--- config.mk ---
export PLATFORM = sky130hd
export DESIGN_NAME = int_status
export DESIGN_NICKNAME = d
export VERILOG_FILES = /design/src/verilog/wrap_detect.v /design/src/verilog/pin_event_detect.v /design/src/verilog/int_status.v
export VERILOG_INCLUDE_DIRS = /design/src /design/src/verilog
export SDC_FILE = /design/constraint.sdc
export NUM_CORES = 1
export LEC_CHECK = 0
export BUFFER_PORTS_ARGS = -buffer_cell sky130_fd_sc_hd__buf_2
export CAP_MARGIN = 20
export CORE_UTILIZATION = 49
export CTS_CLUSTER_DIAMETER = 30
export CTS_CLUSTER_SIZE = 10
export DETAILED_ROUTE_END_ITERATION = 10
export MAX_ROUTING_LAYER = met4
export PLACE_DENSITY = 0.8
export SETUP_SLACK_MARGIN = 0.2
export SLEW_MARGIN = 40
export SYNTH_ARGS = -nofsm -noshare
export SYNTH_HDL_FRONTEND = slang
export SYNTH_SLANG_ARGS = --single-unit
--- constraint.sdc ---
create_clock -name core_clk -period 2.45 [get_ports core_clk]
set_input_delay 0.49 -clock core_clk [delete_from_list [all_inputs] [get_ports core_clk]]
set_output_delay 0.49 -clock core_clk [all_outputs]
set_load 0.02 [all_outputs]
--- src/verilog/int_status_regs.vh ---
// How it works
// - Writing one to a clearable status bit clears it; host acknowledges this way.
// - Bit 31 sets whenever the software event enable bit is high; one clears it only once that enable bit is low.
// - Bit 25 sets when stop request is set and the transmitter has halted.
// - Bit 24 sets when the receive engine halts.
// - Bit 23 sets when drop counter steps from 7FFFFFFFh to 80000000h.
// - Bit 21 sets when a notify-marked buffer is fully loaded into transmit FIFO.
// - Bit 20 sets once the programmed receive DMA count has left the FIFO.
// - Bit 19 sets when the general timer wraps from zero to FFFFh.
// - Bit 18 is read-only, mirrors pending PHY event; writes ignored.
// - Bit 17 sets on power event regardless of wake pin; one clears it.
// - Power event never wakes the device; only a byte test write does.
// - Bit 16 sets when the transmit status FIFO overflows.
// - Bit 15 sets when a received packet is longer than 2048 bytes.
// - Bit 14 sets on any receive error condition.
// - Bit 13 sets on any transmit error condition.
// - Bit 11 sets when the transmit data FIFO underruns.
// - Bit 10 sets when host writes a full transmit data FIFO.
// - Bit 9 sets when transmit FIFO free space exceeds programmed level.
// - Bit 8 on transmit status FIFO full, bit 4 on receive status full.
// - Bits 7, 3 set when their status FIFO exceeds programmed level, bit 5 when receive free space falls below it.
// - Bit 6 sets each time a receive frame is dropped.
// - Bits 2..0 latch configured GPIO pin events; one clears each.
// - Status bits other than bit 31 record events whatever the enable mask holds.
// - Master indication is high while any enabled status bit is set.
`ifndef INT_STATUS_REGS_VH
`define INT_STATUS_REGS_VH

// ****************************************
// Register offsets
// ****************************************
`define OFS_INTERRUPT_STATUS 8'h58
`define OFS_INTERRUPT_ENABLE 8'h5C
`define OFS_BYTE_TEST        8'h64

// ****************************************
// Field positions
// ****************************************
`define BIT_SOFTWARE  31
`define BIT_TX_HALT   25
`define BIT_RX_HALT   24
`define BIT_DROP_MID  23
`define BIT_BUF_LOAD  21
`define BIT_RX_DMA    20
`define BIT_TIMER     19
`define BIT_PHY       18
`define BIT_POWER     17
`define BIT_TXS_OVF   16
`define BIT_RX_WDOG   15
`define BIT_RX_ERR    14
`define BIT_TX_ERR    13
`define BIT_TX_UNDER  11
`define BIT_TX_OVER   10
`define BIT_TX_SPACE  9
`define BIT_TXS_FULL  8
`define BIT_TXS_LEVEL 7
`define BIT_RX_DROP   6
`define BIT_RXD_LEVEL 5
`define BIT_RXS_FULL  4
`define BIT_RXS_LEVEL 3

// ****************************************
// Masks, reset values and limits
// ****************************************
`define STATUS_VALID_MASK 32'h83BF_EFFF
`define STATUS_CLEAR_MASK 32'h83BB_EFFF
`define STATUS_RESET      32'h0000_0000
`define ENABLE_RESET      32'h0000_0000
`define BYTE_TEST_VALUE   32'h8765_4321
`define DROP_MID_FROM     32'h7FFF_FFFF
`define DROP_MID_TO       32'h8000_0000
`define TIMER_WRAP_FROM   16'h0000
`define TIMER_WRAP_TO     16'hFFFF
`define RX_WDOG_BYTES     16'h0800

`endif

--- src/verilog/wrap_detect.v ---
`timescale 1ns/1ps
// Flags a counter step from one exact value to another
module wrap_detect #(
	parameter             WIDTH    = 16,
	parameter [WIDTH-1:0] FROM_VAL = {WIDTH{1'b0}},
	parameter [WIDTH-1:0] TO_VAL   = {WIDTH{1'b1}}
) (
	// Clock and reset
	input  wire             core_clk,
	input  wire             rst_n,
	// Watched counter
	input  wire [WIDTH-1:0] value,
	output wire             hit
);
	reg [WIDTH-1:0] prev_q;
	reg             armed_q;

	// Previous sample; armed so the reset value cannot fake a step
	always @(posedge core_clk or negedge rst_n) begin
		if (!rst_n) begin
			prev_q  <= {WIDTH{1'b0}};
			armed_q <= 1'b0;
		end else begin
			prev_q  <= value;
			armed_q <= 1'b1;
		end
	end

	assign hit = armed_q && (prev_q == FROM_VAL) && (value == TO_VAL);
endmodule

--- src/verilog/pin_event_detect.v ---
`timescale 1ns/1ps
// Per-pin edge events, edge choice per pin
module pin_event_detect #(
	parameter PINS = 3
) (
	// Clock and reset
	input  wire            core_clk,
	input  wire            rst_n,
	// Pins and their edge selection
	input  wire [PINS-1:0] pin_level,
	input  wire [PINS-1:0] rise_en,
	input  wire [PINS-1:0] fall_en,
	output wire [PINS-1:0] pin_event
);
	reg [PINS-1:0] prev_q;
	reg            armed_q;

	// Last pin levels
	always @(posedge core_clk or negedge rst_n) begin
		if (!rst_n) begin
			prev_q  <= {PINS{1'b0}};
			armed_q <= 1'b0;
		end else begin
			prev_q  <= pin_level;
			armed_q <= 1'b1;
		end
	end

	genvar i;
	generate
		for (i = 0; i < PINS; i = i + 1) begin : g_pin
			// Either selected edge counts as an event
			assign pin_event[i] = armed_q &
				((rise_en[i] & pin_level[i] & ~prev_q[i]) |
				 (fall_en[i] & ~pin_level[i] & prev_q[i]));
		end
	endgenerate
endmodule

--- src/verilog/int_status.v ---
`timescale 1ns/1ps
`include "int_status_regs.vh"

// Interrupt status register with enable mask, byte test and wake request
module int_status #(
	parameter GPIO_PINS = 3,
	parameter DMA_WIDTH = 12,
	parameter LEN_WIDTH = 16
) (
	// Clock and reset
	input  wire                 core_clk,
	input  wire                 rst_n,

	// Host bus, synchronous strobes
	input  wire [7:0]           host_addr,
	input  wire                 host_wr,
	input  wire                 host_rd,
	input  wire [31:0]          host_wdata,
	output reg  [31:0]          host_rdata_q,

	// Transmit engine
	input  wire                 tx_stop_request,
	input  wire                 tx_halted,
	input  wire                 tx_error,
	input  wire                 tx_underrun,
	input  wire                 tx_buffer_loaded,
	input  wire                 completion_notify_flag,

	// Transmit FIFOs
	input  wire                 tx_data_write,
	input  wire                 tx_data_full,
	input  wire [7:0]           tx_free_space,
	input  wire [7:0]           tx_space_level,
	input  wire                 tx_status_overflow,
	input  wire                 tx_status_full,
	input  wire [7:0]           tx_status_used,
	input  wire [7:0]           tx_status_level,

	// Receive engine
	input  wire                 rx_halted,
	input  wire                 rx_error,
	input  wire                 rx_frame_done,
	input  wire [LEN_WIDTH-1:0] rx_frame_len,
	input  wire                 rx_frame_dropped,
	input  wire [31:0]          rx_drop_count,

	// Receive FIFOs and DMA
	input  wire                 rx_data_pop,
	input  wire [DMA_WIDTH-1:0] receive_dma_count,
	input  wire [7:0]           rx_free_space,
	input  wire [7:0]           rx_space_level,
	input  wire                 rx_status_full,
	input  wire [7:0]           rx_status_used,
	input  wire [7:0]           rx_status_level,

	// Timer, PHY, power, GPIO
	input  wire [15:0]          timer_count,
	input  wire                 phy_event,
	input  wire                 power_event,
	input  wire [GPIO_PINS-1:0] gpio_pin,
	input  wire [GPIO_PINS-1:0] gpio_rise_en,
	input  wire [GPIO_PINS-1:0] gpio_fall_en,

	// Results
	output reg                  irq_master_q,
	output reg                  wake_request_q,
	output reg  [31:0]          status_q
);

	// ****************************************
	// Address decode
	// ****************************************

	// Decode shared by read and write paths
	function is_reg;
		input [7:0] addr;
		input [7:0] ofs;
		begin
			is_reg = (addr == ofs);
		end
	endfunction

	// Strict greater-than shared by every FIFO level test
	function above;
		input [7:0] val;
		input [7:0] lim;
		begin
			above = (val > lim);
		end
	endfunction

	wire wr_status = host_wr && is_reg(host_addr, `OFS_INTERRUPT_STATUS);
	wire wr_enable = host_wr && is_reg(host_addr, `OFS_INTERRUPT_ENABLE);
	wire wr_byte   = host_wr && is_reg(host_addr, `OFS_BYTE_TEST);

	// ****************************************
	// Enable mask
	// ****************************************

	reg [31:0] enable_q;

	// Mask shapes the master line; of the flags, only bit 31 follows it
	always @(posedge core_clk or negedge rst_n) begin
		if (!rst_n) begin
			enable_q <= `ENABLE_RESET;
		end else if (wr_enable) begin
			enable_q <= host_wdata & `STATUS_VALID_MASK;
		end
	end

	// ****************************************
	// Counter step detectors
	// ****************************************

	wire drop_mid_hit;
	wire timer_wrap_hit;
	wire [GPIO_PINS-1:0] gpio_event;

	// Dropped-frame counter crossing its midpoint
	wrap_detect #(
		.WIDTH    (32),
		.FROM_VAL (`DROP_MID_FROM),
		.TO_VAL   (`DROP_MID_TO)
	) u_drop_mid (
		.core_clk (core_clk),
		.rst_n    (rst_n),
		.value    (rx_drop_count),
		.hit      (drop_mid_hit)
	);

	// Down counter passing zero to all ones
	wrap_detect #(
		.WIDTH    (16),
		.FROM_VAL (`TIMER_WRAP_FROM),
		.TO_VAL   (`TIMER_WRAP_TO)
	) u_timer_wrap (
		.core_clk (core_clk),
		.rst_n    (rst_n),
		.value    (timer_count),
		.hit      (timer_wrap_hit)
	);

	// GPIO edges as chosen by the pin configuration
	pin_event_detect #(
		.PINS      (GPIO_PINS)
	) u_pins (
		.core_clk  (core_clk),
		.rst_n     (rst_n),
		.pin_level (gpio_pin),
		.rise_en   (gpio_rise_en),
		.fall_en   (gpio_fall_en),
		.pin_event (gpio_event)
	);

	// ****************************************
	// Level conditions to events
	// ****************************************

	// Levels turned into single events so an ack is not instantly undone
	localparam NLVL = 8;
	wire [NLVL-1:0] lvl_now;
	reg  [NLVL-1:0] lvl_q;
	wire [NLVL-1:0] lvl_rise;

	assign lvl_now[0] = tx_stop_request & tx_halted;
	assign lvl_now[1] = rx_halted;
	assign lvl_now[2] = above(tx_free_space, tx_space_level);
	assign lvl_now[3] = tx_status_full;
	assign lvl_now[4] = above(tx_status_used, tx_status_level);
	assign lvl_now[5] = above(rx_space_level, rx_free_space);
	assign lvl_now[6] = rx_status_full;
	assign lvl_now[7] = above(rx_status_used, rx_status_level);

	// Previous levels
	always @(posedge core_clk or negedge rst_n) begin
		if (!rst_n) begin
			lvl_q <= {NLVL{1'b0}};
		end else begin
			lvl_q <= lvl_now;
		end
	end

	assign lvl_rise = lvl_now & ~lvl_q;

	// ****************************************
	// Software event
	// ****************************************

	wire sw_event;

	// Level on purpose: the flag stays set through an ack while the enable stays high
	assign sw_event = enable_q[`BIT_SOFTWARE];

	// ****************************************
	// Receive watchdog
	// ****************************************

	wire rx_too_long;

	// Length only counts in the frame-done cycle
	assign rx_too_long = rx_frame_done && (rx_frame_len > `RX_WDOG_BYTES);

	// ****************************************
	// Receive DMA progress
	// ****************************************

	reg  [DMA_WIDTH-1:0] dma_moved_q;
	wire [DMA_WIDTH-1:0] dma_moved_inc;
	wire                 dma_done;

	assign dma_moved_inc = dma_moved_q + {{(DMA_WIDTH-1){1'b0}}, 1'b1};
	// A zero count never completes, so DMA is off
	assign dma_done = rx_data_pop && (receive_dma_count != {DMA_WIDTH{1'b0}})
		&& (dma_moved_inc == receive_dma_count);

	// Count words leaving the receive FIFO, restart after each completion
	always @(posedge core_clk or negedge rst_n) begin
		if (!rst_n) begin
			dma_moved_q <= {DMA_WIDTH{1'b0}};
		end else if (dma_done) begin
			dma_moved_q <= {DMA_WIDTH{1'b0}};
		end else if (rx_data_pop) begin
			dma_moved_q <= dma_moved_inc;
		end
	end

	// ****************************************
	// Event vector
	// ****************************************

	reg [31:0] ev_set;

	// One bit per source, all but the PHY bit gathered here
	always @* begin
		ev_set                 = 32'h0000_0000;
		ev_set[`BIT_SOFTWARE]  = sw_event;
		ev_set[`BIT_TX_HALT]   = lvl_rise[0];
		ev_set[`BIT_RX_HALT]   = lvl_rise[1];
		ev_set[`BIT_DROP_MID]  = drop_mid_hit;
		ev_set[`BIT_BUF_LOAD]  = tx_buffer_loaded & completion_notify_flag;
		ev_set[`BIT_RX_DMA]    = dma_done;
		ev_set[`BIT_TIMER]     = timer_wrap_hit;
		ev_set[`BIT_POWER]     = power_event;
		ev_set[`BIT_TXS_OVF]   = tx_status_overflow;
		ev_set[`BIT_RX_WDOG]   = rx_too_long;
		ev_set[`BIT_RX_ERR]    = rx_error;
		ev_set[`BIT_TX_ERR]    = tx_error;
		ev_set[`BIT_TX_UNDER]  = tx_underrun;
		ev_set[`BIT_TX_OVER]   = tx_data_write & tx_data_full;
		ev_set[`BIT_TX_SPACE]  = lvl_rise[2];
		ev_set[`BIT_TXS_FULL]  = lvl_rise[3];
		ev_set[`BIT_RXS_FULL]  = lvl_rise[6];
		ev_set[`BIT_TXS_LEVEL] = lvl_rise[4];
		ev_set[`BIT_RXD_LEVEL] = lvl_rise[5];
		ev_set[`BIT_RXS_LEVEL] = lvl_rise[7];
		ev_set[`BIT_RX_DROP]   = rx_frame_dropped;
		ev_set[GPIO_PINS-1:0]  = gpio_event;
	end

	// ****************************************
	// Status register
	// ****************************************

	wire [31:0] clr_bits;
	reg  [31:0] status_d;

	// Ones clear, zeros leave alone; the PHY bit cannot be cleared
	assign clr_bits = wr_status ? (host_wdata & `STATUS_CLEAR_MASK)
		: 32'h0000_0000;

	// Set beats clear so an event in the ack cycle survives
	always @* begin
		status_d = ((status_q & ~clr_bits) | ev_set)
			& `STATUS_VALID_MASK;
		status_d[`BIT_PHY] = phy_event;
	end

	// Sticky flags but PHY bit 18; only the software flag depends on the enable mask
	always @(posedge core_clk or negedge rst_n) begin
		if (!rst_n) begin
			status_q <= `STATUS_RESET;
		end else begin
			status_q <= status_d;
		end
	end

	// ****************************************
	// Master indication
	// ****************************************

	wire [31:0] pending;

	// Enabled flags only; the mask reaches no flag but the software flag
	assign pending = status_q & enable_q;

	// Follows the status register one cycle later, from a flop
	always @(posedge core_clk or negedge rst_n) begin
		if (!rst_n) begin
			irq_master_q <= 1'b0;
		end else begin
			irq_master_q <= |pending;
		end
	end

	// ****************************************
	// Wake request
	// ****************************************

	// Only a byte test write wakes; power events are left out on purpose
	always @(posedge core_clk or negedge rst_n) begin
		if (!rst_n) begin
			wake_request_q <= 1'b0;
		end else begin
			wake_request_q <= wr_byte;
		end
	end

	// ****************************************
	// Read path
	// ****************************************

	reg [31:0] rd_mux;

	// Unmapped offsets read as zero
	always @* begin
		rd_mux = 32'h0000_0000;
		if (is_reg(host_addr, `OFS_INTERRUPT_STATUS)) begin
			rd_mux = status_q;
		end else if (is_reg(host_addr, `OFS_INTERRUPT_ENABLE)) begin
			rd_mux = enable_q;
		end else if (is_reg(host_addr, `OFS_BYTE_TEST)) begin
			rd_mux = `BYTE_TEST_VALUE;
		end
	end

	// Data registered one cycle after the read strobe and held
	always @(posedge core_clk or negedge rst_n) begin
		if (!rst_n) begin
			host_rdata_q <= 32'h0000_0000;
		end else if (host_rd) begin
			host_rdata_q <= rd_mux;
		end
	end

endmodule

==> flow_summary.ini, run 1 <==
[outcome]
status = finished, final reports clean

[worst_setup_path]
critPathLaunch = dma_moved_q[2]
crit_arrival_ns = 2.42
cp_slowest_cell = dfrtp_1
end_kind = flip-flop
rr_worst_depth = 7
reg2reg_slack_ns = 0.36
startpoint_type = flip-flop
r2r-start = dma_moved_q[2]
cp_top_family = simple AND/OR/NAND/NOR gates
cp_max_fo = 8
r2r_end = dma_moved_q[5]
worstPathRequired_ns = 2.78
path_buf_inv = 1
crit_chain = nand3_2, or2_0, a221o_1, o211ai_2, nor3_4, buf_12, nor3_1
critical-path-max-stage-delay_ns = 0.43
critPathKind = reg -> reg

[power_and_ir_drop]
intPower_mw = 4.450
swShare = 0.2788
pwr-share-clk = 0.428
power_switching_mw = 1.720
p_leak_nw = 4.692
vdd_drop_max_mv = 0.5555
combPwrFrac = 0.135
powerDensity_mw_per_mm2 = 655.5
seqPwrFrac = 0.437

[clocking]
clkTransAtPathRegs_ns = 0.07
cts_made_buffers = 17
root_buffer = clkbuf_16
cts_buffer_depth = 2
cts_max_level = 4
ctsHoldBuffers = 0
cts_sinks = 150
cts_tree = done
insertion_delay_ns = 0.43

[run]
cap_violations = 0

[detailed_routing]
ant_nets = 0
wl_um = 18110
num_vias = 6065
firstDrtPassIters = 5
drt_iter0_drc = 406
drc = 0
wl_per_cell_um = 15.96
vias_per_cell = 5.344

[timing]
tns_ns = 0
rsz0062_at_grt = no
relSlewSlack = 0.5904
drv_slew = 0
period_share = 0.8517
max_freq_mhz = 479.3
skew_ns = 0.006032
tightest_slew_ns = 0.6144
finalSetupViolations = 0
hold_viol = 0
fin_ws_ns = 0.3634
finalCriticalPeriod_ns = 2.087

[floorplanning]
pin_count = 277
floorplan.die.height_um = 123.6
core_mm2 = 0.01448
initial_core_util = 0.5002
die_x_um = 123.6
die_area_mm2 = 0.01527
rows = 44

[placed_design]
dp_hpwl_um = 13390
place_congestion = 0.8532
preCtsSetupSlack_ns = 0.07217
placed_area_mm2 = 0.008732
post-place-cells = 1102
portBuffers = 257

[logic_synthesis]
ys_warn_count = 0
synth_edf_count = 0
syn_avg_cell_area_um2 = 10.81
synth_area_mm2 = 0.007242
synth_seq_cells = 150
synthArstFlopShare = 1.000
yosysSeqAreaShare = 0.5183
ys.flop_type = dfrtp_1
synth_cells = 670
synth_cell_types = 61

[final_layout]
multi_input_area_mm2 = 0.003182
area_growth_syn_to_layout_pct = 29.98
final_layout_size_suffix_gt1_frac = 0.3775
layout.cells.non_filler = 1135
final_common_cell = buf_2
stdcell_area_mm2 = 0.009413
nFillCells = 1154
n_antenna_cell = 0
ff_latch_area_mm2 = 0.003755
final_cell_mix = 256 x buf_2, 149 x dfrtp_1, 51 x nand2_1
nNetsFinal = 1182

[global_routing]
grt_usage = 0.2537
grt_pass1_wl_um = 28100
grt_pass1_vias = 5734
grt.overflow.total = 0
antenna_found_initial = 0
grt_start_max_net_pins = 65

[hold_path]
hold_path.class = in -> async
## registers in the layout, summed over array words and instances (netlist names)
name / count
dma_moved_q: 12
enable_q: 25
host_rdata_q: 26
irq_master_q: 1
lvl_q: 8
status_q: 25
u_drop_mid.prev_q: 32
u_pins.armed_q: 1
u_pins.prev_q: 3
u_timer_wrap.prev_q: 16
wake_request_q: 1
## power by group through the flow
stage	logic, mW	clock network (mW)	registers, mW
floorplan	0.407	0	2.75
global placement	0.795	0	2.73
detailed placement	0.816	0	2.74
CTS	0.821	2.69	2.69
global route	0.934	2.79	2.71
finish	0.831	2.64	2.70
## layout make-up
| cell class | instances | area share |
|---|---|---|
| Inverter | 49 | 0.01954 |
| Tap cell | 184 | 0.02446 |
| Sequential cell | 150 | 0.3989 |
| Multi-Input combinational cell | 447 | 0.3380 |
| Clock inverter | 15 | 0.01981 |
| Timing Repair Buffer | 273 | 0.1541 |
| Clock buffer | 17 | 0.04519 |
## worst reg2reg max path, stage by stage, from the launching register on
cell      delay [ns]
dfrtp_1         0.43
nand3_2         0.24
or2_0           0.31
a221o_1         0.37
o211ai_2        0.25
nor3_4          0.06
buf_12          0.14
nor3_1          0.19
## worst max path at each step
stage	end	slack, ns	depth (start not counted)
after global placement	host_rdata_q[8]	0.09	6
after global routing	dma_moved_q[8]	0.20	8
after detailed placement	host_rdata_q[0]	0.07	6
final	dma_moved_q[5]	0.36	7
after CTS	status_q[20]	0.22	8
after floorplan	host_rdata_q[14]	0.34	6
## stage by stage
step | hold slack [ns] | power, mW | util
2_1_floorplan | 0.1944 | 3.161 | -
3_3_place_gp | 0.4055 | 3.528 | 0.6031
3_5_place_dp | 0.4133 | 3.551 | 0.6031
4_1_cts | 0.06523 | 6.205 | 0.6457
5_1_grt | 0.09790 | 6.438 | 0.6501
6_report | 0.04629 | 6.170 | 0.6501
## metal layers
layer  track usage  up-vias  part of all wire
li1              -     2920                 -
met1        0.3203     2875              0.44
met2        0.4078      240              0.48
met3       0.05266       30             0.054
met4       0.08660        0             0.022
met5             -        -                 0
## cell families (layout without fill, tap and decap cells)
family | count (synthesis) | in the layout | synth area share
multiplexers | 37 | 37 | 0.06790
AND/OR/NAND/NOR | 217 | 217 | 0.1636
other | 2 | 13 | 0.001037
AO/OA/AOI/OAI | 135 | 135 | 0.1230
adder cells (fa/ha/maj) | 33 | 33 | 0.05702
flip-flops | 150 | 150 | 0.5183
XOR/XNOR | 12 | 12 | 0.01451
buffers and inverters | 84 | 354 | 0.05460
## cell usage after synthesis, types with 3 or more instances
library cell / instances / area (um2)
dfrtp_1: 150 / 3754
nand2_1: 52 / 195.2
inv_1: 49 / 183.9
nor2_1: 40 / 150.1
a21oi_1: 35 / 175.2
ha_1: 33 / 412.9
o21ai_0: 27 / 135.1
a22oi_1: 23 / 172.7
mux2_4: 20 / 300.3
nand4_1: 20 / 125.1
nand3_1: 19 / 95.09
mux2_2: 17 / 191.4
nor3_1: 16 / 80.08
nor4_1: 16 / 100.1
buf_4: 15 / 112.6
a22o_1: 14 / 122.6
clkbuf_1: 11 / 41.29
nor2b_1: 11 / 68.82
a21o_1: 8 / 60.06
buf_2: 7 / 35.03
nand2b_1: 7 / 43.79
xnor2_1: 7 / 61.31
nand3b_1: 5 / 37.54
o21a_1: 5 / 37.54
xor2_1: 5 / 43.79
o22a_1: 4 / 35.03
or3_1: 4 / 25.02
and3_1: 3 / 18.77
nand4b_1: 3 / 26.28
nor3_4: 3 / 48.80
o22ai_1: 3 / 18.77
## repair_timing
item | 4_1_cts | 5_1_grt
pin swaps | 1 | 1
setup buffers | 0 | 1
endpoints found under the setup margin | 9 | 12
resized for setup | 1 | 11
No activity file was read; power rests on OpenSTA's default activity.
==> run 2: changes to the inputs <==
PLACE_DENSITY = default   (was 0.8)
PLACE_DENSITY_LB_ADDON = 0.3   (was default)
SLEW_MARGIN = 20   (was 40)
clock period = 2.1 ns   (was 2.45 ns; I/O delays follow)
==> flow_summary.ini, run 2 (synthesis gave the netlist of run 1 again) <==
[global_routing]
grt_pass1_vias = 6025
grt.overflow.total = 0
grt_usage = 0.2627
antenna_found_initial = 1
grt_start_max_net_pins = 60
grt_pass1_wl_um = 29380

[detailed_routing]
firstDrtPassIters = 6
wl_met3_um = 1024
vias_per_cell = 5.337
wl_met2_um = 9354
top_layer = met4
drc = 0
num_vias = 6186
met1Wirelength_um = 7954
ant_nets = 0
wl_per_cell_um = 16.19
drt_iter0_drc = 346
wl_um = 18760

[clocking]
cts_max_level = 4
cts_buffer_depth = 2
cts_sinks = 150
clkTransAtPathRegs_ns = 0.07
cts_made_buffers = 17
root_buffer = clkbuf_16
insertion_delay_ns = 0.42
cts_tree = done

[floorplanning]
rows = 44
die_x_um = 123.6
initial_core_util = 0.5002
pin_count = 277
core_mm2 = 0.01448
floorplan.die.height_um = 123.6
die_area_mm2 = 0.01527

[worst_setup_path]
reg2reg_slack_ns = 0.1
critical-path-max-stage-delay_ns = 0.43
crit_chain = nand3_2, buf_6, or2_1, a221o_1, o21ai_2, nor3_4, buf_4, a21o_1
cp_max_fo = 7
cp_top_family = compound AO/OA/AOI/OAI gates
path_buf_inv = 2
crit_arrival_ns = 2.31
critPathKind = reg -> reg
startpoint_type = flip-flop
end_kind = flip-flop
worstPathRequired_ns = 2.41
cp_slowest_cell = dfrtp_1

[timing]
hold_viol = 0
tightest_slew_ns = 0.5880
rsz0062_at_grt = yes
finalSetupViolations = 0
drv_slew = 0
skew_ns = 0.01400
fin_ws_ns = 0.09912
relSlewSlack = 0.6080
finalCriticalPeriod_ns = 2.001
max_freq_mhz = 499.8
hold_slack_ns = 0.1113
period_share = 0.9528

[final_layout]
stdcell_area_mm2 = 0.009851
max_flop_register = u_drop_mid.prev_q
area_growth_syn_to_layout_pct = 36.02
nNetsFinal = 1205
final_layout_size_suffix_gt1_frac = 0.4220
reg.largest.list = u_drop_mid.prev_q: 32 flops, host_rdata_q: 26 flops
largest_reg_flops = 32
final_common_cell = buf_2
final_cell_mix = 256 x buf_2, 145 x dfrtp_1, 51 x nand2_1

[placed_design]
portBuffers = 257
placed_area_mm2 = 0.008931
place_congestion = 0.8806
preCtsSetupSlack_ns = -0.05762
dp_hpwl_um = 13680

[outcome]
status = finished, final reports clean

[power_and_ir_drop]
powerDensity_mw_per_mm2 = 742.8
p_total_mw = 7.317
vdd_drop_max_mv = 0.6607
p_leak_nw = 4.901

[run]
cap_violations = 0

[hold_path]
hold_path.class = in -> reg
[run 2: changes by cell type in the layout (fill, tap and decap cells not counted), moves of 5 or more]
cell and change:
xnor2_2 +5, xnor2_1 -5, nor3_2 +8, o21ai_0 -7, buf_4 +14, nor3_1 -9, o21ai_1 +5, buf_6 +5
[run 2: final timing paths]
kind / startpoint / to / cells after the start
worst max-delay path: dma_moved_q[1] / status_q[20] / 8
worst min register to register: lvl_q[1] / status_q[24] / 1
worst min-delay path: timer_count[5] / u_timer_wrap.prev_q[5] / 1
worst max register to register: dma_moved_q[1] / status_q[20] / 8
max in group asynchronous: rst_n / dma_moved_q[9] / 3
min in group asynchronous: rst_n / dma_moved_q[2] / 2
[run 2: per-layer routing]
metal / vias to the layer above / track usage
li1: 2967 / -
met1: 2943 / 0.3279
met2: 238 / 0.4256
met5: - / -
met3: 38 / 0.04991
met4: 0 / 0.1002
[run 2: worst reg2reg max path, cell delays in order (launching register included)]
cell and delay (ns):
dfrtp_1 0.43, nand3_2 0.11, buf_6 0.16, or2_1 0.25
a221o_1 0.38, o21ai_2 0.20, nor3_4 0.09, buf_4 0.14
a21o_1 0.14
[run 2: metrics by stage]
stage	setup TNS (ns)	instances	util
after global routing	0	1159	0.6803
final	0	1159	0.6803
after CTS	0	1155	0.6706
after floorplan	0	681	-
after detailed placement	-0.6334	1118	0.6168
after global placement	-0.3647	1118	0.6168
[run 2: layout make-up]
type | instances | area (um2)
inverter | 49 | 183.9
antenna | 1 | 2.502
clock inverter | 14 | 152.6
multi-input combinational | 448 | 3421
tap | 184 | 230.2
fill | 1161 | 4628
clock buffer | 18 | 439.2
sequential | 150 | 3760
timing repair buffer | 295 | 1662
[run 2: power by group]
part | total (mW) | internal, mW | switching [mW]
combinational | 1.12 | 0.526 | 0.594
sequential | 3.15 | 3.04 | 0.110
clock | 3.04 | 1.73 | 1.32
total | 7.32 | 5.30 | 2.02
[run 2: repair_timing]
item | CTS | global route
endpoints found under the hold margin | 16 | 0
gates cloned | 1 | 0
setup buffers | 3 | 3
endpoints found under the setup margin | 13 | 13
pin swaps | 24 | 9
resized for setup | 34 | 21
hold buffers | 1 | 0
==> run 3: changes to the inputs <==
CORE_UTILIZATION = 51   (was 49)
CTS_BUF_LIST = sky130_fd_sc_hd__clkbuf_8   (was default)
==> flow_summary.ini, run 3 (synthesis gave the netlist of run 1 again) <==
[global_routing]
grt_pass1_wl_um = 29290
antenna_found_initial = 0
grt.overflow.total = 0
grt_start_max_net_pins = 51
grt_pass1_vias = 6126
grt_usage = 0.2687

[detailed_routing]
vias_per_cell = 5.353
firstDrtPassIters = 5
ant_nets = 0
wl_um = 18610
num_vias = 6193
wl_per_cell_um = 16.08
drc = 0
drt_iter0_drc = 244

[power_and_ir_drop]
p_leak_nw = 4.767
vdd_drop_max_mv = 0.6031
powerDensity_mw_per_mm2 = 683.1

[final_layout]
reg.largest.list = u_drop_mid.prev_q: 32 flops, host_rdata_q: 26 flops
final_common_cell = buf_2
layout.cells.non_filler = 1157
final_cell_mix = 256 x buf_2, 143 x dfrtp_1, 51 x nand2_1
largest_reg_flops = 32
area_growth_syn_to_layout_pct = 32.81
stdcell_area_mm2 = 0.009618
nFillCells = 1101
max_flop_register = u_drop_mid.prev_q
nNetsFinal = 1209
final_layout_size_suffix_gt1_frac = 0.4150

[timing]
hold_viol = 0
finalSetupViolations = 0
drv_slew = 0
rsz0062_at_grt = yes
period_share = 0.9462
skew_ns = 0.006121
finalCriticalPeriod_ns = 1.987
fin_ws_ns = 0.1129
max_freq_mhz = 503.2
tns_ns = 0

[worst_setup_path]
reg2reg_slack_ns = 0.11
r2r_end = dma_moved_q[8]
rr_worst_depth = 8
startpoint_type = flip-flop
worstPathRequired_ns = 2.42
crit_arrival_ns = 2.31
critPathKind = reg -> reg
r2r-start = dma_moved_q[2]
end_kind = flip-flop
cp_max_fo = 4

[floorplanning]
initial_core_util = 0.5217
die_x_um = 121.2
floorplan.die.height_um = 121.2
die_area_mm2 = 0.01468
core_mm2 = 0.01388
rows = 43
pin_count = 277

[run]
cap_violations = 0

[hold_path]
hold_path.class = in -> reg
hold_depth = 1
hold_start = phy_event
min_to = status_q[18]

[clocking]
cts_max_level = 4
root_buffer = clkbuf_8
cts_sinks = 150
cts_buffer_depth = 2
cts_tree = done
clkTransAtPathRegs_ns = 0.08
insertion_delay_ns = 0.44
cts_made_buffers = 17

[placed_design]
place_congestion = 0.8814
portBuffers = 257
preCtsSetupSlack_ns = -0.07825
placed_area_mm2 = 0.008971
post-place-cells = 1120
dp_hpwl_um = 13870

[outcome]
status = finished, final reports clean
## run 3: layout make-up
| class | instances | area (um2) | area share |
|---|---|---|---|
| antenna | 1 | 2.502 | 0.0002602 |
| timing repair buffer | 299 | 1688 | 0.1755 |
| multi-input combinational | 448 | 3348 | 0.3481 |
| clock buffer | 17 | 234.0 | 0.02433 |
| inverter | 49 | 183.9 | 0.01912 |
| tap | 180 | 225.2 | 0.02342 |
| clock inverter | 13 | 173.9 | 0.01808 |
| sequential | 150 | 3762 | 0.3912 |
## run 3: where the power goes
group          internal (mW)  switching [mW]  total, mW
Clock                   1.19            1.11       2.30
Sequential              3.04           0.112       3.15
Combinational          0.536           0.585       1.12
## run 3: timing repair
| action | 4_1_cts | 5_1_grt |
|---|---|---|
| buffers inserted | 3 | 1 |
| endpoints found under the setup margin | 13 | 13 |
| hold buffers | 1 | 0 |
| pin swaps | 9 | 18 |
| resized for setup | 17 | 27 |
| hold endpoints to repair | 31 | 0 |
| gates cloned | 1 | 0 |
## run 3: stage by stage
stage	hold slack [ns]	power, mW	util
after global placement	0.3397	4.188	0.6463
final	0.08239	6.570	0.6929
after detailed placement	0.3429	4.216	0.6463
after floorplan	0.1244	3.708	-
after global routing	0.04996	6.861	0.6927
after CTS	0.05279	6.556	0.6827
## run 3: worst max-delay path by stage
stage          slack, ns                to      startpoint  depth (start not counted)
2_1_floorplan       0.08  host_rdata_q[24]    host_addr[7]                          6
3_3_place_gp       -0.05  host_rdata_q[25]    host_addr[7]                          6
3_5_place_dp       -0.08  host_rdata_q[31]    host_addr[7]                          6
4_1_cts             0.12    dma_moved_q[8]  dma_moved_q[0]                          7
5_1_grt             0.06    dma_moved_q[8]  dma_moved_q[2]                          8
6_report            0.11    dma_moved_q[8]  dma_moved_q[2]                          8
## run 3: metal layers
metal	routed length, um	global-route usage
met1	7900	0.3255
met2	9400	0.4496
met3	936	0.05451
met4	371	0.08951
met5	0	-
## run 3: worst max-delay path, cell delays in order, from the launching register on
cell     delay (ns)
dfrtp_1        0.42
buf_6          0.14
nor2b_1        0.12
or3_4          0.38
a31oi_4        0.22
nand3_4        0.13
nor3_2         0.22
buf_4          0.16
o21ai_1        0.07
